[config.mk]
export PLATFORM = sky130hd
export DESIGN_NAME = gls_ctrl
export DESIGN_NICKNAME = d
export VERILOG_FILES = /design/src/rtl/gls_pkg.sv /design/src/rtl/gls_ctrl.sv
export SDC_FILE = /design/constraint.sdc
export NUM_CORES = 1
export LEC_CHECK = 0
export ABC_AREA = 1
export BUFFER_PORTS_ARGS = -buffer_cell sky130_fd_sc_hd__buf_2
export CORE_ASPECT_RATIO = 0.8
export CORE_MARGIN = 2
export CORE_UTILIZATION = 45
export CTS_CLUSTER_SIZE = 16
export DETAILED_ROUTE_END_ITERATION = 6
export PLACE_DENSITY_LB_ADDON = 0.1
export SYNTH_ARGS = -nofsm -noshare
export SYNTH_HDL_FRONTEND = slang
export SYNTH_SLANG_ARGS = --single-unit
[constraint.sdc]
create_clock -name REF_CLK -period 3.6 [get_ports REF_CLK]
set_input_delay 0.18 -clock REF_CLK [delete_from_list [all_inputs] [get_ports REF_CLK]]
set_output_delay 0.18 -clock REF_CLK [all_outputs]
set_load 0.03 [all_outputs]
[src/rtl/gls_pkg.sv]
// Constants, field layouts and carrier types for the guard-lock safety controller.
// Assumes one 20 MHz clock and APB register access with 32-bit data.
// Functional notes
// Power-to-unlock variant: asserted lock command releases the lock.
// Power-to-lock variant: asserted lock command engages the lock.
// Lock-monitored variant: unlocking drops outputs; relocking with actuator re-enables.
// Door-monitored variant: only opening the guard drops the outputs.
// Recoverable fault while enabled: warning, diag low, outputs off after 30 min.
// Latched error clears on guard opening once its cause is gone.
// Remote controller may clear a latched fault with the serial reset bit.
// Serial reset acts on a one-to-zero fall, cause removed.
// More than one output fault locks out until a power cycle.
// Internal faults drop the outputs at once.
// A warning clears by itself when its cause disappears.
// Teach-in: green off, red on, yellow 1 Hz, all outputs low.
// Ten seconds into teach-in yellow turns to short 3 Hz flashes.
// No power-down within five minutes aborts with five red flashes.
// Learned code becomes active only when redetected after power cycle; also committed on redetection after a teach-in abort.
// One-time variant refuses further teach-ins once learned.
// Re-teachable variant: unlimited teach-ins, new code voids old one.
// After re-teach, ten-minute enable inhibit with green flashing.
// Power loss during the inhibit restarts it from zero.
// Intermediate knob prevents locking and is an immediate six-flash fault.
// Closed and locked: green and yellow on, red off, outputs high.
// Closed, unlocked: yellow flashes; diag high if unlock commanded.
// Guard open: green only, safety and diag outputs low.
// Red flashes one to four for output, cross-short, temperature warnings.
// Five red flashes for actuator fault, continuous red for internal defect.
// Intervals and flash rates come from a prescaler; warning timer clears.
package gls_pkg;

   // ****************************************************************
   // Timing
   // ****************************************************************
   localparam int CLK_HZ = 20_000_000;
   localparam int TICK_HZ = 12;
   localparam int TICK_CYC = CLK_HZ / TICK_HZ;
   localparam int WARN_MIN = 30;
   localparam int INHIB_MIN = 10;
   localparam int ABORT_MIN = 5;
   localparam int TEACH_SEC = 10;
   localparam logic [14:0] WARN_TICKS = 15'(WARN_MIN * 60 * TICK_HZ);
   localparam logic [14:0] INHIB_TICKS = 15'(INHIB_MIN * 60 * TICK_HZ);
   localparam logic [14:0] ABORT_TICKS = 15'(ABORT_MIN * 60 * TICK_HZ);
   localparam logic [14:0] TEACH_TICKS = 15'(TEACH_SEC * TICK_HZ);
   localparam logic [3:0] PHASE_LAST = 4'hB;
   localparam logic [1:0] SLOT_TICKS = 2'h3;

   // ****************************************************************
   // Fault codes, equal to the red pulse count; FC_INTERNAL shows steady red
   // ****************************************************************
   localparam logic [2:0] FC_NONE = 3'h0;
   localparam logic [2:0] FC_OUT_A = 3'h1;
   localparam logic [2:0] FC_OUT_B = 3'h2;
   localparam logic [2:0] FC_XSHORT = 3'h3;
   localparam logic [2:0] FC_TEMP = 3'h4;
   localparam logic [2:0] FC_ACT = 3'h5;
   localparam logic [2:0] FC_KNOB = 3'h6;
   localparam logic [2:0] FC_INTERNAL = 3'h7;

   // ****************************************************************
   // Register map
   // ****************************************************************
   localparam logic [7:0] OFS_CTRL = 8'h00;
   localparam logic [7:0] OFS_STATUS = 8'h04;
   localparam logic [7:0] OFS_CODE = 8'h08;
   localparam logic [3:0] CTRL_RESET = 4'h2;
   localparam int CTRL_UNLOCK_VAR = 0;
   localparam int CTRL_LOCK_MON = 1;
   localparam int CTRL_INDIV = 2;
   localparam int CTRL_RETEACH = 3;

   typedef struct packed {
      logic lock_cmd;
      logic door_closed;
      logic bolt_in;
      logic knob_mid;
      logic act_present;
      logic [7:0] act_code;
      logic flt_out_a;
      logic flt_out_b;
      logic flt_xshort;
      logic flt_temp;
      logic flt_internal;
      logic diag_rst_req;
   } gls_pins_t;

   typedef enum logic [1:0] {TS_IDLE, TS_LEARN, TS_PWR_REQ, TS_DONE} gls_teach_t;

endpackage

[src/rtl/gls_ctrl.sv]
// Guard-lock safety controller: lock magnet, safety outputs, diagnostic output,
// LEDs, delayed shutdown and actuator teach-in, with an APB register slave.
// Assumes RST is the power-on reset and NVM_CLR a factory erase of stored codes.
//
// Chosen here: the register offsets and the APB interface to the registers.
module gls_ctrl #(
   parameter int TICK_CYC = gls_pkg::TICK_CYC
)(
   // Clock, reset, enable
   input wire logic REF_CLK,
   input wire logic RST,
   input wire logic CE,
   input wire logic NVM_CLR,
   // Pins from the guard and the machine
   input wire logic LOCK_CMD,
   input wire logic DOOR_CLOSED,
   input wire logic BOLT_IN,
   input wire logic KNOB_MID,
   input wire logic ACT_PRESENT,
   input wire logic [7:0] ACT_CODE,
   input wire logic FLT_OUT_A,
   input wire logic FLT_OUT_B,
   input wire logic FLT_XSHORT,
   input wire logic FLT_TEMP,
   input wire logic FLT_INTERNAL,
   input wire logic SERIAL_DIAG_LINK_RESET,
   // Outputs
   output logic MAGNET_ON,
   output logic SAFETY_OUTPUT_A,
   output logic SAFETY_OUTPUT_B,
   output logic DIAG_OUT,
   output logic LED_GREEN,
   output logic LED_RED,
   output logic LED_YELLOW,
   // APB slave
   input wire logic PSEL,
   input wire logic PENABLE,
   input wire logic PWRITE,
   input wire logic [7:0] PADDR,
   input wire logic [31:0] PWDATA,
   output logic [31:0] PRDATA,
   output logic PREADY,
   output logic PSLVERR
);

   if (TICK_CYC < 2) $error("TICK_CYC must be at least 2");

   // ****************************************************************
   // Pin synchronisers
   // ****************************************************************
   localparam int PW = $bits(gls_pkg::gls_pins_t);
   gls_pkg::gls_pins_t pin_raw;
   gls_pkg::gls_pins_t p;
   logic [PW-1:0] sync1;
   assign pin_raw = '{LOCK_CMD, DOOR_CLOSED, BOLT_IN, KNOB_MID, ACT_PRESENT, ACT_CODE, FLT_OUT_A,
                      FLT_OUT_B, FLT_XSHORT, FLT_TEMP, FLT_INTERNAL, SERIAL_DIAG_LINK_RESET};
   // Two stages per pin; the first stage is read only by the second.
   for (genvar i = 0; i < PW; i++)
   begin : g_sync
      always_ff @(posedge REF_CLK)
      begin
         if (RST)
         begin
            sync1[i] <= 1'b0;
            p[i] <= 1'b0;
         end
         else if (CE)
         begin
            sync1[i] <= pin_raw[i];
            p[i] <= sync1[i];
         end
      end
   end

   // ****************************************************************
   // Prescaler and flash patterns
   // ****************************************************************
   logic [31:0] pre;
   logic tick;
   logic [3:0] phase;
   logic [1:0] sub;
   logic [3:0] slot;
   assign tick = (pre == 32'(TICK_CYC - 1));
   // One slow tick per period; all long intervals count these ticks.
   always_ff @(posedge REF_CLK)
   begin
      if (RST)
      begin
         pre <= '0;
         phase <= '0;
         sub <= '0;
         slot <= '0;
      end
      else if (CE)
      begin
         pre <= tick ? '0 : pre + 32'h1;
         if (tick)
         begin
            phase <= (phase == gls_pkg::PHASE_LAST) ? 4'h0 : phase + 4'h1;
            sub <= (sub == gls_pkg::SLOT_TICKS - 2'h1) ? 2'h0 : sub + 2'h1;
            if (sub == gls_pkg::SLOT_TICKS - 2'h1)
               slot <= slot + 4'h1;
         end
      end
   end
   logic flash1, flash3;
   assign flash1 = (phase < 4'h6);
   assign flash3 = (phase[1:0] == 2'h0);

   // ****************************************************************
   // Configuration register
   // ****************************************************************
   logic [3:0] ctrl;
   logic wr_en, rd_setup, hit;
   assign wr_en = PSEL && PENABLE && PWRITE;
   assign rd_setup = PSEL && !PENABLE;
   assign hit = (PADDR == gls_pkg::OFS_CTRL) || (PADDR == gls_pkg::OFS_STATUS) ||
                (PADDR == gls_pkg::OFS_CODE);
   assign PREADY = 1'b1;
   assign PSLVERR = PSEL && PENABLE && !hit;
   // Variant selection; meant to be set once before the guard is used.
   always_ff @(posedge REF_CLK)
   begin
      if (RST)
         ctrl <= gls_pkg::CTRL_RESET;
      else if (CE && wr_en && PADDR == gls_pkg::OFS_CTRL)
         ctrl <= PWDATA[3:0];
   end
   logic unlock_var, lock_mon, indiv, reteach;
   assign unlock_var = ctrl[gls_pkg::CTRL_UNLOCK_VAR];
   assign lock_mon = ctrl[gls_pkg::CTRL_LOCK_MON];
   assign indiv = ctrl[gls_pkg::CTRL_INDIV];
   assign reteach = ctrl[gls_pkg::CTRL_RETEACH];

   // ****************************************************************
   // Retained code store (survives RST, erased by NVM_CLR)
   // ****************************************************************
   logic [7:0] stored_code, pend_code;
   logic learned, pend_valid, inhibit_req;
   logic [14:0] inh_t;
   logic inhibit, first_pres, pres_d, code_ok, redetect;
   gls_pkg::gls_teach_t ts;
   logic [14:0] tt;
   assign redetect = pend_valid && p.act_present && p.act_code == pend_code && ts == gls_pkg::TS_IDLE;
   // A taught code is committed on redetection after the power cycle, or after a teach-in abort.
   always_ff @(posedge REF_CLK)
   begin
      if (NVM_CLR)
      begin
         stored_code <= '0;
         pend_code <= '0;
         learned <= 1'b0;
         pend_valid <= 1'b0;
         inhibit_req <= 1'b0;
      end
      else if (CE && !RST)
      begin
         if (ts == gls_pkg::TS_LEARN && tick && tt == gls_pkg::TEACH_TICKS - 15'h1)
         begin
            pend_code <= p.act_code;
            pend_valid <= 1'b1;
         end
         else if (redetect)
         begin
            inhibit_req <= learned && reteach;
            stored_code <= pend_code;
            learned <= 1'b1;
            pend_valid <= 1'b0;
         end
         else if (inhibit_req && inh_t == gls_pkg::INHIB_TICKS && code_ok)
            inhibit_req <= 1'b0;
      end
   end
   // The inhibit timer is volatile, so any reset restarts it from zero.
   always_ff @(posedge REF_CLK)
   begin
      if (RST)
         inh_t <= '0;
      else if (CE && inhibit_req && tick && inh_t != gls_pkg::INHIB_TICKS)
         inh_t <= inh_t + 15'h1;
   end
   assign inhibit = indiv && inhibit_req;
   assign code_ok = p.act_present && (!indiv || (learned && p.act_code == stored_code));

   // ****************************************************************
   // Teach-in sequencer
   // ****************************************************************
   logic new_pres, teach_ok, teach_start, act_bad, teaching, abort;
   assign new_pres = p.act_present && !pres_d;
   assign teach_ok = !learned || reteach;
   assign teach_start = indiv && new_pres && first_pres && !code_ok && !pend_valid && teach_ok;
   assign act_bad = indiv && p.act_present && !code_ok && !pend_valid && ts == gls_pkg::TS_IDLE &&
                    !teach_start && !(first_pres && teach_ok);
   assign abort = (ts == gls_pkg::TS_PWR_REQ) && tick && tt == gls_pkg::ABORT_TICKS - 15'h1;
   assign teaching = (ts != gls_pkg::TS_IDLE);
   // Only the first presentation after power-up may start a teach-in.
   always_ff @(posedge REF_CLK)
   begin
      if (RST)
      begin
         pres_d <= 1'b0;
         first_pres <= 1'b1;
      end
      else if (CE)
      begin
         pres_d <= p.act_present;
         if (new_pres)
            first_pres <= 1'b0;
      end
   end
   // Teach states; TS_PWR_REQ waits for the power-down that RST represents.
   always_ff @(posedge REF_CLK)
   begin
      if (RST)
      begin
         ts <= gls_pkg::TS_IDLE;
         tt <= '0;
      end
      else if (CE)
      begin
         case (ts)
            gls_pkg::TS_IDLE:
               if (teach_start)
               begin
                  ts <= gls_pkg::TS_LEARN;
                  tt <= '0;
               end
            gls_pkg::TS_LEARN:
               if (tick)
               begin
                  tt <= (tt == gls_pkg::TEACH_TICKS - 15'h1) ? '0 : tt + 15'h1;
                  if (tt == gls_pkg::TEACH_TICKS - 15'h1)
                     ts <= gls_pkg::TS_PWR_REQ;
               end
            gls_pkg::TS_PWR_REQ:
               if (tick)
               begin
                  tt <= tt + 15'h1;
                  if (abort)
                     ts <= gls_pkg::TS_IDLE;
               end
            default:
               ts <= gls_pkg::TS_IDLE;
         endcase
      end
   end

   // ****************************************************************
   // Fault handling
   // ****************************************************************
   logic warn, err, lockout, door_d, diag_rst_d;
   logic [2:0] warn_code, err_code, seen;
   logic [14:0] wt;
   logic warn_cause, any_cause, clear_req, wt_done;
   assign warn_cause = p.flt_out_a || p.flt_out_b || p.flt_xshort || p.flt_temp;
   assign any_cause = warn_cause || p.knob_mid || p.flt_internal || act_bad;
   always_comb
   begin
      if (p.flt_xshort || (p.flt_out_a && p.flt_out_b))
         warn_code = gls_pkg::FC_XSHORT;
      else if (p.flt_out_a)
         warn_code = gls_pkg::FC_OUT_A;
      else if (p.flt_out_b)
         warn_code = gls_pkg::FC_OUT_B;
      else if (p.flt_temp)
         warn_code = gls_pkg::FC_TEMP;
      else
         warn_code = gls_pkg::FC_NONE;
   end
   assign wt_done = warn && tick && wt == gls_pkg::WARN_TICKS - 15'h1;
   // Opening the guard or a falling serial reset bit clears, once the cause is gone.
   assign clear_req = !any_cause && ((door_d && !p.door_closed) || (diag_rst_d && !p.diag_rst_req));
   // Warning starts only while outputs are on; the timer clears with the warning.
   always_ff @(posedge REF_CLK)
   begin
      if (RST)
      begin
         warn <= 1'b0;
         wt <= '0;
         door_d <= 1'b0;
         diag_rst_d <= 1'b0;
      end
      else if (CE)
      begin
         door_d <= p.door_closed;
         diag_rst_d <= p.diag_rst_req;
         warn <= warn_cause && !err && !wt_done && (warn || SAFETY_OUTPUT_A);
         wt <= (warn && warn_cause && !wt_done) ? wt + 15'(tick) : '0;
      end
   end
   // Latched error; a new cause wins over a clear in the same cycle.
   always_ff @(posedge REF_CLK)
   begin
      if (RST)
      begin
         err <= 1'b0;
         err_code <= gls_pkg::FC_NONE;
         seen <= '0;
         lockout <= 1'b0;
      end
      else if (CE)
      begin
         if (p.flt_internal)
         begin
            err <= 1'b1;
            err_code <= gls_pkg::FC_INTERNAL;
         end
         else if (p.knob_mid)
         begin
            err <= 1'b1;
            err_code <= gls_pkg::FC_KNOB;
         end
         else if (act_bad || abort)
         begin
            err <= 1'b1;
            err_code <= gls_pkg::FC_ACT;
         end
         else if (wt_done || (warn_cause && !warn && !SAFETY_OUTPUT_A && !err))
         begin
            err <= 1'b1;
            err_code <= warn_code;
         end
         else if (clear_req)
         begin
            err <= 1'b0;
            err_code <= gls_pkg::FC_NONE;
         end
         if (p.flt_out_a)
            seen[0] <= 1'b1;
         if (p.flt_out_b)
            seen[1] <= 1'b1;
         if (p.flt_xshort)
            seen[2] <= 1'b1;
         if ((seen & (seen - 3'h1)) != 3'h0)
            lockout <= 1'b1;
      end
   end

   // ****************************************************************
   // Output decisions
   // ****************************************************************
   logic lock_req, door_ok, locked, enable, stop;
   logic [2:0] red_code;
   assign lock_req = unlock_var ? !p.lock_cmd : p.lock_cmd;
   assign door_ok = p.door_closed && code_ok;
   assign locked = door_ok && p.bolt_in;
   assign stop = err || lockout || teaching || inhibit || p.flt_internal;
   assign enable = !stop && (lock_mon ? locked : door_ok);
   assign red_code = lockout ? gls_pkg::FC_INTERNAL : (err ? err_code : warn_code);
   // Outputs are registered so that they stay glitch free toward the monitor.
   always_ff @(posedge REF_CLK)
   begin
      if (RST)
      begin
         MAGNET_ON <= 1'b0;
         SAFETY_OUTPUT_A <= 1'b0;
         SAFETY_OUTPUT_B <= 1'b0;
         DIAG_OUT <= 1'b0;
         LED_GREEN <= 1'b0;
         LED_RED <= 1'b0;
         LED_YELLOW <= 1'b0;
      end
      else if (CE)
      begin
         MAGNET_ON <= unlock_var ? !(lock_req && !p.knob_mid) : (lock_req && !p.knob_mid);
         SAFETY_OUTPUT_A <= enable;
         SAFETY_OUTPUT_B <= enable;
         DIAG_OUT <= !stop && !warn && door_ok && (locked || !lock_req);
         LED_GREEN <= !teaching && (!inhibit || flash1);
         if (teaching)
            LED_RED <= 1'b1;
         else if (red_code == gls_pkg::FC_INTERNAL)
            LED_RED <= 1'b1;
         else
            LED_RED <= (err || warn) && !slot[0] && slot[3:1] < red_code;
         if (ts == gls_pkg::TS_LEARN)
            LED_YELLOW <= flash1;
         else if (ts == gls_pkg::TS_PWR_REQ)
            LED_YELLOW <= flash3;
         else
            LED_YELLOW <= !err && !warn && !stop && (locked || (door_ok && flash1));
      end
   end

   // ****************************************************************
   // APB read data
   // ****************************************************************
   // Read data is captured in the setup cycle so the access answers at once.
   always_ff @(posedge REF_CLK)
   begin
      if (RST)
         PRDATA <= '0;
      else if (CE && rd_setup)
      begin
         case (PADDR)
            gls_pkg::OFS_CTRL: PRDATA <= {28'h0, ctrl};
            gls_pkg::OFS_STATUS: PRDATA <= {20'h0, 1'b0, red_code, inhibit, teaching, lockout, err, warn,
                                            locked, door_ok, SAFETY_OUTPUT_A};
            gls_pkg::OFS_CODE: PRDATA <= {22'h0, pend_valid, learned, stored_code};
            default: PRDATA <= '0;
         endcase
      end
   end

   // ****************************************************************
   // Checks
   // ****************************************************************
   teach_outs_a: assert property (@(posedge REF_CLK) disable iff (RST)
      CE && teaching |=> !SAFETY_OUTPUT_A && !SAFETY_OUTPUT_B && !DIAG_OUT) else $error("outputs on in teach");
   teach_leds_a: assert property (@(posedge REF_CLK) disable iff (RST)
      CE && ts == gls_pkg::TS_LEARN |=> !LED_GREEN && LED_RED) else $error("teach LEDs wrong");
   internal_off_a: assert property (@(posedge REF_CLK) disable iff (RST)
      CE && p.flt_internal ##1 CE |=> err && err_code == gls_pkg::FC_INTERNAL && !SAFETY_OUTPUT_A)
      else $error("internal fault kept outputs");
   warn_timeout_a: assert property (@(posedge REF_CLK) disable iff (RST)
      CE && wt_done && !p.flt_internal && !p.knob_mid && !act_bad && !abort |=> err)
      else $error("warning did not time out");
   warn_clear_a: assert property (@(posedge REF_CLK) disable iff (RST)
      CE && !warn_cause |=> !warn && wt == 15'h0) else $error("warning stuck");
   lockout_hold_a: assert property (@(posedge REF_CLK) disable iff (RST)
      lockout |=> lockout && !SAFETY_OUTPUT_A) else $error("lockout released");
   magnet_unl_a: assert property (@(posedge REF_CLK) disable iff (RST)
      CE && unlock_var && p.lock_cmd |=> MAGNET_ON) else $error("unlock magnet off");
   magnet_lck_a: assert property (@(posedge REF_CLK) disable iff (RST)
      CE && !unlock_var && p.lock_cmd && !p.knob_mid |=> MAGNET_ON) else $error("lock magnet off");
   knob_fault_a: assert property (@(posedge REF_CLK) disable iff (RST)
      CE && p.knob_mid && !p.flt_internal |=> err && err_code == gls_pkg::FC_KNOB)
      else $error("knob fault missed");
   door_open_a: assert property (@(posedge REF_CLK) disable iff (RST)
      CE && !p.door_closed |=> !SAFETY_OUTPUT_A && !SAFETY_OUTPUT_B && !DIAG_OUT)
      else $error("outputs on with guard open");
   cov_warn_c: cover property (@(posedge REF_CLK) warn && SAFETY_OUTPUT_A && !DIAG_OUT);
   cov_teach_c: cover property (@(posedge REF_CLK) ts == gls_pkg::TS_PWR_REQ);
   cov_relock_c: cover property (@(posedge REF_CLK) !SAFETY_OUTPUT_A ##1 SAFETY_OUTPUT_A && p.door_closed);
   cov_clear_c: cover property (@(posedge REF_CLK) err ##1 !err);

endmodule // gls_ctrl

# Word-level counts from Yosys, hierarchy flattened
# Cells that the tools add are included.
[word_totals]
inputBits = 66
register_bits = 201
word_cells = 281
output_inout_bits = 41
[classes]
add_sub_neg = 8
n_reduce_logical = 136
n_mux = 43
order_cmp = 2
bitwise_logic = 2
eq_ne = 20
[op_table]
columns = ["operator", "count"]
rows = [
  ["15-bit 2-to-1 mux", 5],
  ["1-bit logical AND", 65],
  ["15-bit one-hot mux with 3 select lines", 1],
  ["3-bit 2-to-1 mux", 11],
  ["11-bit one-hot mux with 3 select lines", 1],
  ["32-bit by 1-bit adder with 32-bit output, second input constant", 1],
  ["32-bit by 21-bit == test with 1-bit output, second input constant", 1],
  ["32-bit 2-to-1 mux", 1],
  ["15-bit by 1-bit adder with 15-bit output, second input constant", 2],
  ["1-bit logical NOT", 25],
  ["1-bit logical OR", 23],
  ["2-bit AND reduction", 9],
  ["8-bit == test", 2],
  ["1-bit 2-to-1 mux", 16],
  ["15-bit by 1-bit adder with 15-bit output", 1],
  ["15-bit by 12-bit == test with 1-bit output, second input constant", 1],
  ["15-bit by 13-bit == test with 1-bit output, second input constant", 1],
  ["15-bit == test, second input constant", 1],
  ["15-bit by 7-bit == test with 1-bit output, second input constant", 1],
  ["15-bit by 13-bit inequality test with 1-bit output, second input constant", 1],
  ["2-bit 2-to-1 mux", 6],
  ["3-bit AND reduction", 3],
  ["4-bit by 1-bit adder with 4-bit output, second input constant", 2],
  ["8-bit by 3-bit == test with 1-bit output, second input constant", 1],
  ["other kinds (22)", 30],
]

# Depth between registers and ports, before layout
# Gate-level depths: netlist (run 1).
[depth]
ltp_word = 19
mapped_depth = 17
mapped_depth_nobuf = 17

# Worst setup path after synthesis (run 1)
# No wires, ideal clock.
[synth_path]
kind = "flip-flop to flip-flop"
from = "reg pre[0]"
to = "reg wt[12]"
setup_ns = 0.123
required_time_ns = 3.477
path_stages_with_launch = 17
setup_slack_ns = 1.119
arrival_time_ns = 2.358
path_buffers = 0
period_less_slack_ns = 2.481
path_cell_list = "dfxtp_1 ha_1 nand4_1 nor3_2 nand2_2 inv_1 ha_1 ha_1 nand2_1 nor2_1 nand3_1 nor2_1 inv_1 nor3_1 nand2_1 nor4_1 nor3_1"
[synth_between]
elab_chain_cells = 6
elab_cells_between_ends = 7
classes_between = "add/sub (1); eq/ne (1); mux (1); reduce/logical (4)"
[synth_lines]
columns = ["element", "line_no", "rtl"]
rows = [
  ["from (decl)", "gls_ctrl.sv:78", "logic [31:0] pre;"],
  ["from (signal assigned)", "gls_ctrl.sv:96", "pre <= tick ? '0 : pre + 32'h1;"],
  ["32-bit by 21-bit == test with 1-bit output (*)", "gls_ctrl.sv:83", "assign tick = (pre == 32'(TICK_CYC - 1));"],
  ["parallel branches: the longest is 4 deep, another holds 15-bit by 1-bit adder with 15-bit output", "n/a", ""],
  ["15-bit 2-to-1 mux (*)", "gls_ctrl.sv:288", "wt <= (warn && warn_cause && !wt_done) ? wt + 15'(tick) : '0;"],
  ["to (signal assigned)", "gls_ctrl.sv:288", ""],
  ["to (decl)", "gls_ctrl.sv:253", "logic [14:0] wt;"],
]
# Mark *: on every way between the ends.
# A chain may end at the register's enable or synchronous reset.

# Final worst setup path (run 1)
[layout_path]
from = "reg pre[10]"
to = "reg wt[12]"
# The elaborated chain is that of the path after synthesis.

==> impl_metrics.prom, run 1 <==
# TYPE chip_impl_metric gauge
chip_impl_metric{name="grt_antenna_before_repair",unit=""} 0
chip_impl_metric{name="grt_first_pass_wirelength",unit="mm"} 38.8
chip_impl_metric{name="finalMaxSlewViolations",unit=""} 0
chip_impl_metric{name="max_cap_viol_count",unit=""} 0
chip_impl_info{name="worst_r2r_endpoint",value="wt[12]"} 1
chip_impl_metric{name="timing.reg2reg.worst_path_depth",unit=""} 17
chip_impl_metric{name="skew",unit="ns"} 0.0145
chip_impl_info{name="crit_start",value="pre[10]"} 1
chip_impl_info{name="critical_path.endpoint",value="wt[12]"} 1
chip_impl_metric{name="utilization",unit="%"} 52.3
chip_impl_info{name="yosys-top-cells-area",value="sky130_fd_sc_hd__dfxtp_1 (39%), sky130_fd_sc_hd__nand2_1 (9.2%), sky130_fd_sc_hd__inv_1 (7.2%)"} 1
chip_impl_metric{name="vias",unit=""} 8402
chip_impl_metric{name="synth_enable_flop_cells",unit=""} 0
chip_impl_info{name="endpoint_kind",value="flop"} 1
chip_impl_info{name="criticalPathCategory",value="reg -> reg"} 1
chip_impl_metric{name="syn_area_per_cell",unit="um^2"} 7.08
chip_impl_metric{name="setup_viol",unit=""} 0
chip_impl_metric{name="portbufs",unit=""} 56
chip_impl_metric{name="number_of_antenna_violating_nets_in_the_routed_design",unit=""} 0
chip_impl_metric{name="drc",unit=""} 0
chip_impl_metric{name="placed_cells",unit=""} 1587
chip_impl_metric{name="ys_seq_elements",unit=""} 180
chip_impl_metric{name="cts_made_buffers",unit=""} 17
chip_impl_metric{name="clk-insertion-delay-late",unit="ns"} 0.45
chip_impl_info{name="crit-reg2reg-launch",value="pre[10]"} 1
chip_impl_metric{name="async_reset_ff_share",unit="%"} 0
chip_impl_metric{name="detailedRoute.firstPassIterationCount",unit=""} 5
chip_impl_info{name="rsz_0062_raised_after_global_routing",value="no"} 1
chip_impl_metric{name="ios",unit=""} 107
chip_impl_metric{name="leakage",unit="nW"} 3.95
chip_impl_metric{name="irDropWorstVdd",unit="V"} 0.000283
chip_impl_metric{name="cts_setup_buffers",unit=""} 0
chip_impl_metric{name="yosysWarningCount",unit=""} 0
chip_impl_metric{name="antenna_cells",unit=""} 0
chip_impl_metric{name="maximum_number_of_pins_on_one_net_before_global_route_repair",unit=""} 42
chip_impl_metric{name="total_congestion_overflow_after_global_routing",unit=""} 0
chip_impl_metric{name="postCtsResizedCells",unit=""} 0
chip_impl_metric{name="initial_core_util",unit="%"} 46.0
chip_impl_metric{name="multi_input_combinational_cell_area",unit="um^2"} 4610
chip_impl_metric{name="instances_no_fill",unit=""} 1640
chip_impl_metric{name="placement_rows",unit=""} 46
chip_impl_metric{name="coreArea",unit="um^2"} 19900
chip_impl_metric{name="area.sequential",unit="um^2"} 3600
chip_impl_metric{name="fill_cells",unit=""} 2022
chip_impl_metric{name="cts_hold_buf",unit=""} 21
chip_impl_metric{name="gr_util_all_layers",unit="%"} 22.3
chip_impl_info{name="clk_root_buffer_cell",value="sky130_fd_sc_hd__clkbuf_16"} 1
chip_impl_info{name="min-delay-path-class",value="in -> reg"} 1
chip_impl_info{name="ys_dominant_reg_cell",value="sky130_fd_sc_hd__dfxtp_1"} 1
chip_impl_info{name="outcome",value="finished clean"} 1
chip_impl_metric{name="synth_cell_type_count",unit=""} 57
chip_impl_metric{name="netlist.area_leader.share",unit="%"} 39.3
chip_impl_metric{name="power_density_over_the_cells",unit="nW/um^2"} 412
chip_impl_metric{name="final.setup.worst_slack",unit="ns"} 0.502
chip_impl_metric{name="detailedPlace.worstSlack",unit="ns"} 0.590
chip_impl_metric{name="htreeDepth",unit=""} 4
chip_impl_metric{name="die-area",unit="um^2"} 21500
chip_impl_metric{name="vias_per_cell",unit=""} 5.12
chip_impl_metric{name="number_of_global_route_vias_before_repair",unit=""} 7771
chip_impl_metric{name="drive_above_1_share",unit="%"} 10.8
chip_impl_metric{name="die_width",unit="um"} 164
chip_impl_metric{name="post-dp-hpwl",unit="mm"} 17.0
chip_impl_metric{name="syn_to_final_growth",unit="%"} 13.7
chip_impl_metric{name="drt_iter0_drc",unit=""} 563
chip_impl_metric{name="hold_violations",unit=""} 0
chip_impl_metric{name="final_min_period_over_clock_period",unit="%"} 86.0
chip_impl_metric{name="highest_net_fanout_along_the_worst_path",unit=""} 8
chip_impl_metric{name="syn_area",unit="um^2"} 9170
chip_impl_metric{name="finalCriticalPeriod",unit="ns"} 3.10
chip_impl_metric{name="routabilityCongestion",unit=""} 0.892
chip_impl_metric{name="routed_wire_length_per_instance",unit="um"} 14.2
chip_impl_metric{name="max_slew.worst_pin.slew",unit="ns"} 0.825
chip_impl_metric{name="clock_sink_count",unit=""} 180
chip_impl_metric{name="worst_slew_margin_rel",unit="%"} 44.8
chip_impl_metric{name="fmax",unit="GHz"} 0.323
chip_impl_metric{name="synth_seq_area_share",unit="%"} 39.3
chip_impl_metric{name="cts_buffer_depth",unit=""} 2
chip_impl_metric{name="netlist_instances",unit=""} 1294
chip_impl_metric{name="fin_tns_setup",unit="ns"} 0
chip_impl_metric{name="required",unit="ns"} 3.89
chip_impl_metric{name="r2r_slack",unit="ns"} 0.50
chip_impl_metric{name="critical_path_arrival",unit="ns"} 3.39
chip_impl_metric{name="dieHeight",unit="um"} 132
chip_impl_metric{name="clock_transition_at_path_regs",unit="ns"} 0.07
chip_impl_metric{name="num-nets-final",unit=""} 1445
chip_impl_info{name="synth_top_cell_by_area",value="sky130_fd_sc_hd__dfxtp_1"} 1
chip_impl_info{name="clock_tree_from_tritoncts",value="built"} 1
chip_impl_info{name="worst_setup_path_start_kind",value="flop"} 1
chip_impl_metric{name="route.final.wire_length",unit="mm"} 23.3
==> area by class of cell <==
class	instances	area share [%]
Sequential cell	180	34.6
Inverter	189	6.81
Multi-Input combinational cell	890	44.3
Timing Repair Buffer	85	5.28
Clock buffer	17	4.08
Clock inverter	15	1.81
Tap cell	264	3.17
==> metal layers <==
metal  global-route usage (%)  part of all wire [%]  up-vias
li1                         -                     -     4370
met2                     32.8                    42      195
met4                     6.73                   1.9        0
met3                     3.85                   4.4       29
met1                     33.0                    52     3808
met5                        0                     0        -
==> worst min-delay path by stage <==
stage,from,endpoint,cells after the start
3_5_place_dp,ACT_CODE[3],sync1[9],3
3_3_place_gp,ACT_CODE[3],sync1[9],3
2_1_floorplan,SERIAL_DIAG_LINK_RESET,sync1[0],2
4_1_cts,PWDATA[0],ctrl[0],3
5_1_grt,PWDATA[0],ctrl[0],3
6_report,PWDATA[0],ctrl[0],3
==> synthesized netlist by cell type (all sizes together), types with 4 or more instances <==
library cell and n:
xnor2 9, or2 4, nand4 39, nand3 66, dfxtp 180, nor2 156, clkbuf 19, nor3 42
and3 6, ha 16, nand2 232, nor4 18, o22ai 32, o21ai 88, a21oi 89, inv 188
nand3b 5, nor3b 7, a211oi 13, xor2 20, nand2b 5, buf 36
==> sequential cells by signal (all words and copies together), names as in the netlist, 8 cells and up <==
signal	flops
sync1	19
pre	32
pend_code	8
PRDATA	11
wt	15
stored_code	8
inh_t	15
p	19
tt	15
==> worst max-delay path, cell delays in order (launching register included) <==
cell and delay, ns:
sky130_fd_sc_hd__dfxtp_1 0.36, sky130_fd_sc_hd__nand2_1 0.18, sky130_fd_sc_hd__inv_1 0.16, sky130_fd_sc_hd__nand4_1 0.11
sky130_fd_sc_hd__nor3_2 0.22, sky130_fd_sc_hd__nand2_2 0.18, sky130_fd_sc_hd__inv_1 0.13, sky130_fd_sc_hd__ha_1 0.19
sky130_fd_sc_hd__ha_1 0.15, sky130_fd_sc_hd__nand2_1 0.07, sky130_fd_sc_hd__nor2_1 0.17, sky130_fd_sc_hd__nand3_1 0.15
sky130_fd_sc_hd__nor2_1 0.17, sky130_fd_sc_hd__inv_1 0.08, sky130_fd_sc_hd__nor3_1 0.20, sky130_fd_sc_hd__nand2_1 0.15
sky130_fd_sc_hd__nor4_1 0.19, sky130_fd_sc_hd__nor3_1 0.08
==> power breakdown <==
group | leakage (nW) | internal, mW | switching [mW]
logic | 2.20 | 0.102 | 0.222
clock network | 0.295 | 1.00 | 0.915
registers | 1.46 | 2.03 | 0.0252
total | 3.95 | 3.13 | 1.16
==> layout by cell type, fill, tap and decap left out, types with 3 or more instances in the layout <==
cell type	count
sky130_fd_sc_hd__nand4_1	39
sky130_fd_sc_hd__nand2_1	225
sky130_fd_sc_hd__and3_1	6
sky130_fd_sc_hd__xor2_1	20
sky130_fd_sc_hd__dlygate4sd3_1	21
sky130_fd_sc_hd__a211oi_1	13
sky130_fd_sc_hd__ha_1	16
sky130_fd_sc_hd__conb_1	22
sky130_fd_sc_hd__clkinv_4	3
sky130_fd_sc_hd__inv_8	3
sky130_fd_sc_hd__dfxtp_1	180
sky130_fd_sc_hd__inv_6	3
sky130_fd_sc_hd__nand2_2	6
sky130_fd_sc_hd__nor4_1	16
sky130_fd_sc_hd__nand2b_1	5
sky130_fd_sc_hd__nor2_4	3
sky130_fd_sc_hd__clkinv_8	4
sky130_fd_sc_hd__nand3_2	4
sky130_fd_sc_hd__nor2_2	12
sky130_fd_sc_hd__nor3b_1	7
sky130_fd_sc_hd__o21ai_1	5
sky130_fd_sc_hd__nor3_2	5
sky130_fd_sc_hd__a21oi_1	88
sky130_fd_sc_hd__buf_2	56
sky130_fd_sc_hd__buf_4	8
sky130_fd_sc_hd__o22ai_1	32
sky130_fd_sc_hd__clkbuf_16	17
sky130_fd_sc_hd__nor2_1	141
sky130_fd_sc_hd__nand3b_1	4
sky130_fd_sc_hd__inv_2	11
sky130_fd_sc_hd__nand3_1	61
sky130_fd_sc_hd__nor3_1	36
sky130_fd_sc_hd__o21ai_0	82
sky130_fd_sc_hd__xnor2_1	9
sky130_fd_sc_hd__inv_1	177
sky130_fd_sc_hd__or2_2	3
==> cell families (layout without fill, tap and decap cells) <==
group                      count (synthesis)  after routing  synth area share (%)
AOI/OAI and AO/OA                        242            242                  15.0
xor gates and xnor gates                  29             29                  2.77
adders and majority gates                 16             16                  2.18
buffers and inverters                    244            306                  11.2
DFF                                      180            180                  39.3
other                                      2             22                0.0819
and+or+nand+nor                          581            581                  29.5
==> stage by stage <==
step                instance area (um^2)  hold slack (ns)  power [mW]
floorplan                           9240            0.293        2.33
global placement                    9600            0.377        2.40
detailed placement                  9600            0.382        2.40
CTS                                10400           0.0241        4.34
global route                       10400           0.0533        4.46
finish                             10400           0.0567        4.29
Note: power is estimated with default switching activity, not from simulation.
==> run 2, diff against run 1 <==
Settings changed: RECOVER_POWER set to 50.
==> impl_metrics.prom, run 2 (synthesis results as in run 1) <==
# TYPE chip_impl_metric gauge
chip_impl_info{name="outcome",value="finished, violations left"} 1
chip_impl_info{name="failed_checks",value="capacitance limit, slew limit"} 1
chip_impl_metric{name="placed_cells",unit=""} 1587
chip_impl_metric{name="total_congestion_overflow_after_global_routing",unit=""} 0
chip_impl_metric{name="fin_area",unit="um^2"} 10400
chip_impl_info{name="worst_r2r_endpoint",value="wt[12]"} 1
chip_impl_metric{name="grt_first_pass_wirelength",unit="mm"} 38.8
chip_impl_metric{name="vias",unit=""} 8396
chip_impl_metric{name="leakage",unit="nW"} 3.85
chip_impl_info{name="crit_start",value="pre[10]"} 1
chip_impl_metric{name="skew",unit="ns"} 0.0128
chip_impl_metric{name="cts_setup_buffers",unit=""} 0
chip_impl_metric{name="number_of_antenna_violating_nets_in_the_routed_design",unit=""} 0
chip_impl_metric{name="htreeDepth",unit=""} 4
chip_impl_metric{name="final_min_period_over_clock_period",unit="%"} 85.7
chip_impl_metric{name="irDropWorstVdd",unit="V"} 0.000282
chip_impl_metric{name="die-area",unit="um^2"} 21500
chip_impl_info{name="clk_root_buffer_cell",value="sky130_fd_sc_hd__clkbuf_16"} 1
chip_impl_metric{name="finalMaxSlewViolations",unit=""} 75
chip_impl_metric{name="number_of_global_route_vias_before_repair",unit=""} 7771
chip_impl_metric{name="highest_net_fanout_along_the_worst_path",unit=""} 8
chip_impl_metric{name="setup_viol",unit=""} 0
chip_impl_metric{name="fmax",unit="GHz"} 0.324
chip_impl_info{name="layout.cells.most_common_list",value="sky130_fd_sc_hd__nand2_1 (225), sky130_fd_sc_hd__dfxtp_1 (180), sky130_fd_sc_hd__inv_1 (179), sky130_fd_sc_hd__nor2_1 (144), sky130_fd_sc_hd__a21oi_1 (88)"} 1
chip_impl_info{name="critical_path.endpoint",value="wt[12]"} 1
chip_impl_metric{name="initial_core_util",unit="%"} 46.0
chip_impl_metric{name="routabilityCongestion",unit=""} 0.892
chip_impl_metric{name="vias_per_cell",unit=""} 5.12
chip_impl_metric{name="postCtsResizedCells",unit=""} 0
chip_impl_metric{name="placement_rows",unit=""} 46
chip_impl_metric{name="maximum_number_of_pins_on_one_net_before_global_route_repair",unit=""} 42
chip_impl_metric{name="cts_buffer_depth",unit=""} 2
chip_impl_metric{name="timing.reg2reg.worst_path_depth",unit=""} 17
chip_impl_metric{name="max_slew.worst_pin.slew",unit="ns"} 1.80
chip_impl_metric{name="portbufs",unit=""} 56
chip_impl_metric{name="coreArea",unit="um^2"} 19900
chip_impl_metric{name="fin_total_pwr",unit="mW"} 4.29
chip_impl_metric{name="fin_tns_setup",unit="ns"} 0
chip_impl_info{name="cpMaxStageDelayCell",value="sky130_fd_sc_hd__dfxtp_1"} 1
chip_impl_metric{name="clock_sink_count",unit=""} 180
chip_impl_metric{name="max_cap_viol_count",unit=""} 2
chip_impl_metric{name="ios",unit=""} 107
chip_impl_metric{name="die_width",unit="um"} 164
chip_impl_info{name="endpoint_kind",value="flop"} 1
chip_impl_metric{name="finalCriticalPeriod",unit="ns"} 3.09
chip_impl_metric{name="clk-insertion-delay-late",unit="ns"} 0.44
chip_impl_metric{name="drive_above_1_share",unit="%"} 8.58
chip_impl_info{name="min-delay-path-class",value="in -> reg"} 1
chip_impl_info{name="crit-reg2reg-launch",value="pre[10]"} 1
chip_impl_metric{name="r2r_slack",unit="ns"} 0.51
chip_impl_metric{name="drt_iter0_drc",unit=""} 630
chip_impl_metric{name="grt_antenna_before_repair",unit=""} 0
chip_impl_metric{name="power_density_over_the_cells",unit="nW/um^2"} 414
chip_impl_metric{name="routed_wire_length_per_instance",unit="um"} 14.1
chip_impl_metric{name="post-dp-hpwl",unit="mm"} 17.0
chip_impl_metric{name="dpl_cell_area",unit="um^2"} 9600
chip_impl_metric{name="syn_to_final_growth",unit="%"} 13.0
chip_impl_info{name="worst_setup_path_start_kind",value="flop"} 1
chip_impl_metric{name="worst_slew_margin_rel",unit="%"} -20.3
chip_impl_metric{name="largest_reg_flops",unit=""} 32
chip_impl_metric{name="route.final.wire_length",unit="mm"} 23.2
chip_impl_metric{name="clock_transition_at_path_regs",unit="ns"} 0.08
chip_impl_info{name="rsz_0062_raised_after_global_routing",value="no"} 1
chip_impl_metric{name="drc",unit=""} 0
chip_impl_metric{name="num-nets-final",unit=""} 1445
chip_impl_info{name="clock_tree_from_tritoncts",value="built"} 1
chip_impl_info{name="max_flop_register",value="pre"} 1
chip_impl_metric{name="instances_no_fill",unit=""} 1640
chip_impl_metric{name="antenna_cells",unit=""} 0
chip_impl_info{name="leading_cell_type_in_the_layout_fill_and_taps_excluded",value="sky130_fd_sc_hd__nand2_1"} 1
chip_impl_metric{name="cts_made_buffers",unit=""} 17
chip_impl_metric{name="fin_worst_hold_slack",unit="ns"} 0.0580
chip_impl_metric{name="cp_slowest_stage_delay",unit="ns"} 0.36
chip_impl_metric{name="critical_path_arrival",unit="ns"} 3.38
chip_impl_info{name="criticalPathCategory",value="reg -> reg"} 1
chip_impl_info{name="biggestRegsByFlops",value="pre (32), p (19), sync1 (19)"} 1
chip_impl_metric{name="hold_violations",unit=""} 0
chip_impl_metric{name="detailedRoute.firstPassIterationCount",unit=""} 7
chip_impl_metric{name="gr_util_all_layers",unit="%"} 22.3
chip_impl_info{name="cp_cell_sequence",value="nand2_1 -> inv_1 -> nand4_1 -> nor3_2 -> nand2_2 -> inv_1 -> ha_1 -> ha_1 -> nand2_1 -> nor2_1 -> nand3_1 -> nor2_1 -> inv_1 -> nor3_1 -> nand2_1 -> nor4_1 -> nor3_1"} 1
chip_impl_metric{name="required",unit="ns"} 3.89
chip_impl_metric{name="dieHeight",unit="um"} 132
run 2: cell types whose count changed in the layout (fill, tap and decap cells not counted), moves of 2 or more:
cell	change
sky130_fd_sc_hd__buf_4	-5
sky130_fd_sc_hd__clkbuf_1	+25
sky130_fd_sc_hd__nor2_2	-2
sky130_fd_sc_hd__buf_2	-21
sky130_fd_sc_hd__nor2_1	+3
sky130_fd_sc_hd__inv_1	+2
sky130_fd_sc_hd__inv_2	-2
run 2: power by group:
part	switching, mW	internal (mW)
combinational	0.222	0.0983
clock	0.915	1.00
sequential	0.0251	2.03
run 2: cell type report:
class | count | area [um^2]
clock buffer | 17 | 425
clock inverter | 15 | 189
fill | 2041 | 9550
inverter | 189 | 709
multi-input combinational | 890 | 4600
sequential | 180 | 3600
tap | 264 | 330
timing repair buffer | 85 | 507
run 2: stage by stage:
stage | setup slack [ns] | util, %
global placement | 0.675 | 48.2
CTS | 0.546 | 52.3
finish | 0.514 | 52.0
floorplan | 1.12 | -
detailed placement | 0.590 | 48.2
global route | 0.156 | 52.0
run 2: how the worst min path moves through the flow:
stage / endpoint / depth (start not counted) / slack, ns / start
after floorplan: sync1[0] / 2 / 0.29 / SERIAL_DIAG_LINK_RESET
final: ctrl[0] / 3 / 0.06 / PWDATA[0]
after global placement: sync1[9] / 3 / 0.38 / ACT_CODE[3]
after global routing: ctrl[0] / 3 / 0.05 / PWDATA[0]
after CTS: ctrl[0] / 3 / 0.02 / PWDATA[0]
after detailed placement: sync1[9] / 3 / 0.38 / ACT_CODE[3]
run 2: repair_timing:
item,CTS,global route
endpoints found under the setup margin,0,0
hold buffers,21,0
hold endpoints to repair,21,0
run 2: routing by layer:
| metal | global-route usage (%) | up-vias | routed length, um |
|---|---|---|---|
| met4 | 6.73 | 0 | 396 |
| met2 | 32.8 | 188 | 9740 |
| met5 | 0 | - | 0 |
| met1 | 33.0 | 3806 | 12100 |
| met3 | 3.85 | 26 | 974 |
| li1 | - | 4376 | - |
run 2: critical path, delay by kind of cell (launching register included):
kind                       cells  cell delay, ns
DFF                            1            0.36
buffers and inverters          3            0.36
adders and majority gates      2            0.34
and+or+nand+nor               12            1.88
==> run 3, diff against run 2 <==
Settings changed: PLACE_DENSITY_LB_ADDON 0.1 to 0.15.
==> impl_metrics.prom, run 3 (synthesis results as in run 1) <==
# TYPE chip_impl_metric gauge
chip_impl_info{name="outcome",value="finished clean"} 1
chip_impl_metric{name="routed_wire_length_per_instance",unit="um"} 14.1
chip_impl_metric{name="num-nets-final",unit=""} 1446
chip_impl_metric{name="vias_per_cell",unit=""} 5.14
chip_impl_metric{name="grt_antenna_before_repair",unit=""} 0
chip_impl_metric{name="portbufs",unit=""} 56
chip_impl_metric{name="initial_core_util",unit="%"} 46.0
chip_impl_metric{name="fin_area",unit="um^2"} 10400
chip_impl_metric{name="finalMaxSlewViolations",unit=""} 0
chip_impl_info{name="leading_cell_type_in_the_layout_fill_and_taps_excluded",value="sky130_fd_sc_hd__nand2_1"} 1
chip_impl_metric{name="syn_to_final_growth",unit="%"} 13.2
chip_impl_info{name="criticalPathCategory",value="in -> reg"} 1
chip_impl_metric{name="r2r_slack",unit="ns"} 0.63
chip_impl_metric{name="vias",unit=""} 8439
chip_impl_metric{name="power_density_over_the_cells",unit="nW/um^2"} 413
chip_impl_metric{name="die-area",unit="um^2"} 21500
chip_impl_metric{name="cts_buffer_depth",unit=""} 2
chip_impl_metric{name="detailedRoute.firstPassIterationCount",unit=""} 5
chip_impl_metric{name="fin_worst_hold_slack",unit="ns"} 0.0388
chip_impl_metric{name="maximum_number_of_pins_on_one_net_before_global_route_repair",unit=""} 42
chip_impl_info{name="holdCritStartpoint",value="PWDATA[0]"} 1
chip_impl_metric{name="post-dp-hpwl",unit="mm"} 16.8
chip_impl_info{name="biggestRegsByFlops",value="pre (32), p (19), sync1 (19)"} 1
chip_impl_metric{name="required",unit="ns"} 3.87
chip_impl_metric{name="worst_slew_margin_rel",unit="%"} 1.42
chip_impl_metric{name="max_cap_viol_count",unit=""} 0
chip_impl_metric{name="drt_iter0_drc",unit=""} 620
chip_impl_info{name="clk_root_buffer_cell",value="sky130_fd_sc_hd__clkbuf_16"} 1
chip_impl_metric{name="drc",unit=""} 0
chip_impl_metric{name="clock_transition_at_path_regs",unit="ns"} 0.08
chip_impl_metric{name="routabilityCongestion",unit=""} 0.883
chip_impl_metric{name="cts_made_buffers",unit=""} 17
chip_impl_metric{name="leakage",unit="nW"} 3.86
chip_impl_metric{name="htreeDepth",unit=""} 4
chip_impl_metric{name="number_of_antenna_violating_nets_in_the_routed_design",unit=""} 0
chip_impl_metric{name="die_width",unit="um"} 164
chip_impl_info{name="worst_setup_path_start_kind",value="primary input"} 1
chip_impl_metric{name="coreArea",unit="um^2"} 19900
chip_impl_metric{name="clock_sink_count",unit=""} 180
chip_impl_metric{name="dpl_cell_area",unit="um^2"} 9600
chip_impl_metric{name="antenna_cells",unit=""} 0
chip_impl_metric{name="ios",unit=""} 107
chip_impl_metric{name="hold_violations",unit=""} 0
chip_impl_metric{name="irDropWorstVdd",unit="V"} 0.000254
chip_impl_info{name="clock_tree_from_tritoncts",value="built"} 1
chip_impl_metric{name="setup_viol",unit=""} 0
chip_impl_metric{name="dieHeight",unit="um"} 132
chip_impl_metric{name="hold_crit_depth",unit=""} 3
chip_impl_metric{name="finalCriticalPeriod",unit="ns"} 3.17
chip_impl_info{name="rsz_0062_raised_after_global_routing",value="no"} 1
chip_impl_metric{name="postCtsResizedCells",unit=""} 0
chip_impl_metric{name="number_of_global_route_vias_before_repair",unit=""} 7639
chip_impl_metric{name="skew",unit="ns"} 0.0157
chip_impl_metric{name="highest_net_fanout_along_the_worst_path",unit=""} 41
chip_impl_metric{name="max_slew.worst_pin.slew",unit="ns"} 1.48
chip_impl_info{name="layout.cells.most_common_list",value="sky130_fd_sc_hd__nand2_1 (225), sky130_fd_sc_hd__dfxtp_1 (180), sky130_fd_sc_hd__inv_1 (178), sky130_fd_sc_hd__nor2_1 (143), sky130_fd_sc_hd__a21oi_1 (88)"} 1
chip_impl_metric{name="total_congestion_overflow_after_global_routing",unit=""} 0
chip_impl_metric{name="clk-insertion-delay-late",unit="ns"} 0.44
chip_impl_info{name="max_flop_register",value="pre"} 1
chip_impl_metric{name="placement_rows",unit=""} 46
chip_impl_metric{name="gr_util_all_layers",unit="%"} 22.0
chip_impl_metric{name="final_min_period_over_clock_period",unit="%"} 88.0
chip_impl_metric{name="largest_reg_flops",unit=""} 32
chip_impl_info{name="min-delay-path-class",value="in -> reg"} 1
chip_impl_info{name="endpoint_kind",value="flop"} 1
chip_impl_metric{name="timing.reg2reg.worst_path_depth",unit=""} 17
chip_impl_metric{name="critical_path_arrival",unit="ns"} 3.44
chip_impl_info{name="hold-path-endpoint",value="ctrl[0]"} 1
chip_impl_info{name="crit-reg2reg-launch",value="pre[10]"} 1
chip_impl_metric{name="fill_cells",unit=""} 2056
chip_impl_metric{name="route.final.wire_length",unit="mm"} 23.1
chip_impl_metric{name="drive_above_1_share",unit="%"} 9.01
chip_impl_info{name="worst_r2r_endpoint",value="wt[12]"} 1
chip_impl_metric{name="grt_first_pass_wirelength",unit="mm"} 38.6
chip_impl_metric{name="fin_tns_setup",unit="ns"} 0
chip_impl_metric{name="fmax",unit="GHz"} 0.316
chip_impl_metric{name="utilization",unit="%"} 52.1
==> run 3: cell type report <==
| class | instances | area (um^2) | area share [%] |
|---|---|---|---|
| clock buffers | 19 | 453 | 4.37 |
| multi-input cells | 890 | 4600 | 44.4 |
| inverters | 189 | 709 | 6.84 |
| clock inverters | 13 | 155 | 1.50 |
| flip-flops and latches | 180 | 3600 | 34.7 |
| well taps | 264 | 330 | 3.18 |
| repair buffers | 86 | 519 | 5.01 |
==> run 3: critical path, stage by stage <==
cell	delay, ns
sky130_fd_sc_hd__clkbuf_1	0.73
sky130_fd_sc_hd__clkbuf_1	1.00
sky130_fd_sc_hd__nor2_1	0.32
sky130_fd_sc_hd__clkbuf_1	0.28
sky130_fd_sc_hd__inv_1	0.08
sky130_fd_sc_hd__clkbuf_2	0.63
sky130_fd_sc_hd__o22ai_1	0.18
==> run 3: power by group <==
part	switching, mW	leakage [nW]	internal (mW)
clock	0.934	0.295	0.976
sequential	0.0254	1.46	2.03
combinational	0.222	2.11	0.100
total	1.18	3.86	3.10
==> run 3: repair_timing <==
item	4_1_cts	5_1_grt
setup buffers	0	0
hold buffers	21	0
endpoints found under the setup margin	0	0
endpoints found under the hold margin	21	0
==> run 3: how the worst max path moves through the flow <==
| stage | startpoint | end | slack (ns) | depth (start not counted) |
|---|---|---|---|---|
| CTS | pre[10] | wt[12] | 0.61 | 17 |
| global route | RST | pres_d | 0.11 | 7 |
| global placement | pre[10] | wt[12] | 0.66 | 17 |
| floorplan | pre[0] | wt[12] | 1.12 | 16 |
| detailed placement | pre[10] | wt[12] | 0.65 | 17 |
| finish | RST | pres_d | 0.43 | 7 |
==> run 3: metrics by stage <==
| stage | setup slack (ns) | power, mW | std cells |
|---|---|---|---|
| finish | 0.431 | 4.28 | 1641 |
| global route | 0.107 | 4.44 | 1641 |
| CTS | 0.606 | 4.33 | 1641 |
| detailed placement | 0.646 | 2.41 | 1588 |
| global placement | 0.663 | 2.40 | 1588 |
| floorplan | 1.12 | 2.33 | 1314 |
==> run 3: layer usage <==
| metal | global-route usage [%] | share of wire, % | vias to the layer above |
|---|---|---|---|
| met5 | 0 | 0 | - |
| met4 | 4.92 | 1.0 | 0 |
| met3 | 3.82 | 4.0 | 15 |
| met2 | 33.0 | 44 | 177 |
| met1 | 32.9 | 51 | 3873 |
| li1 | - | - | 4374 |
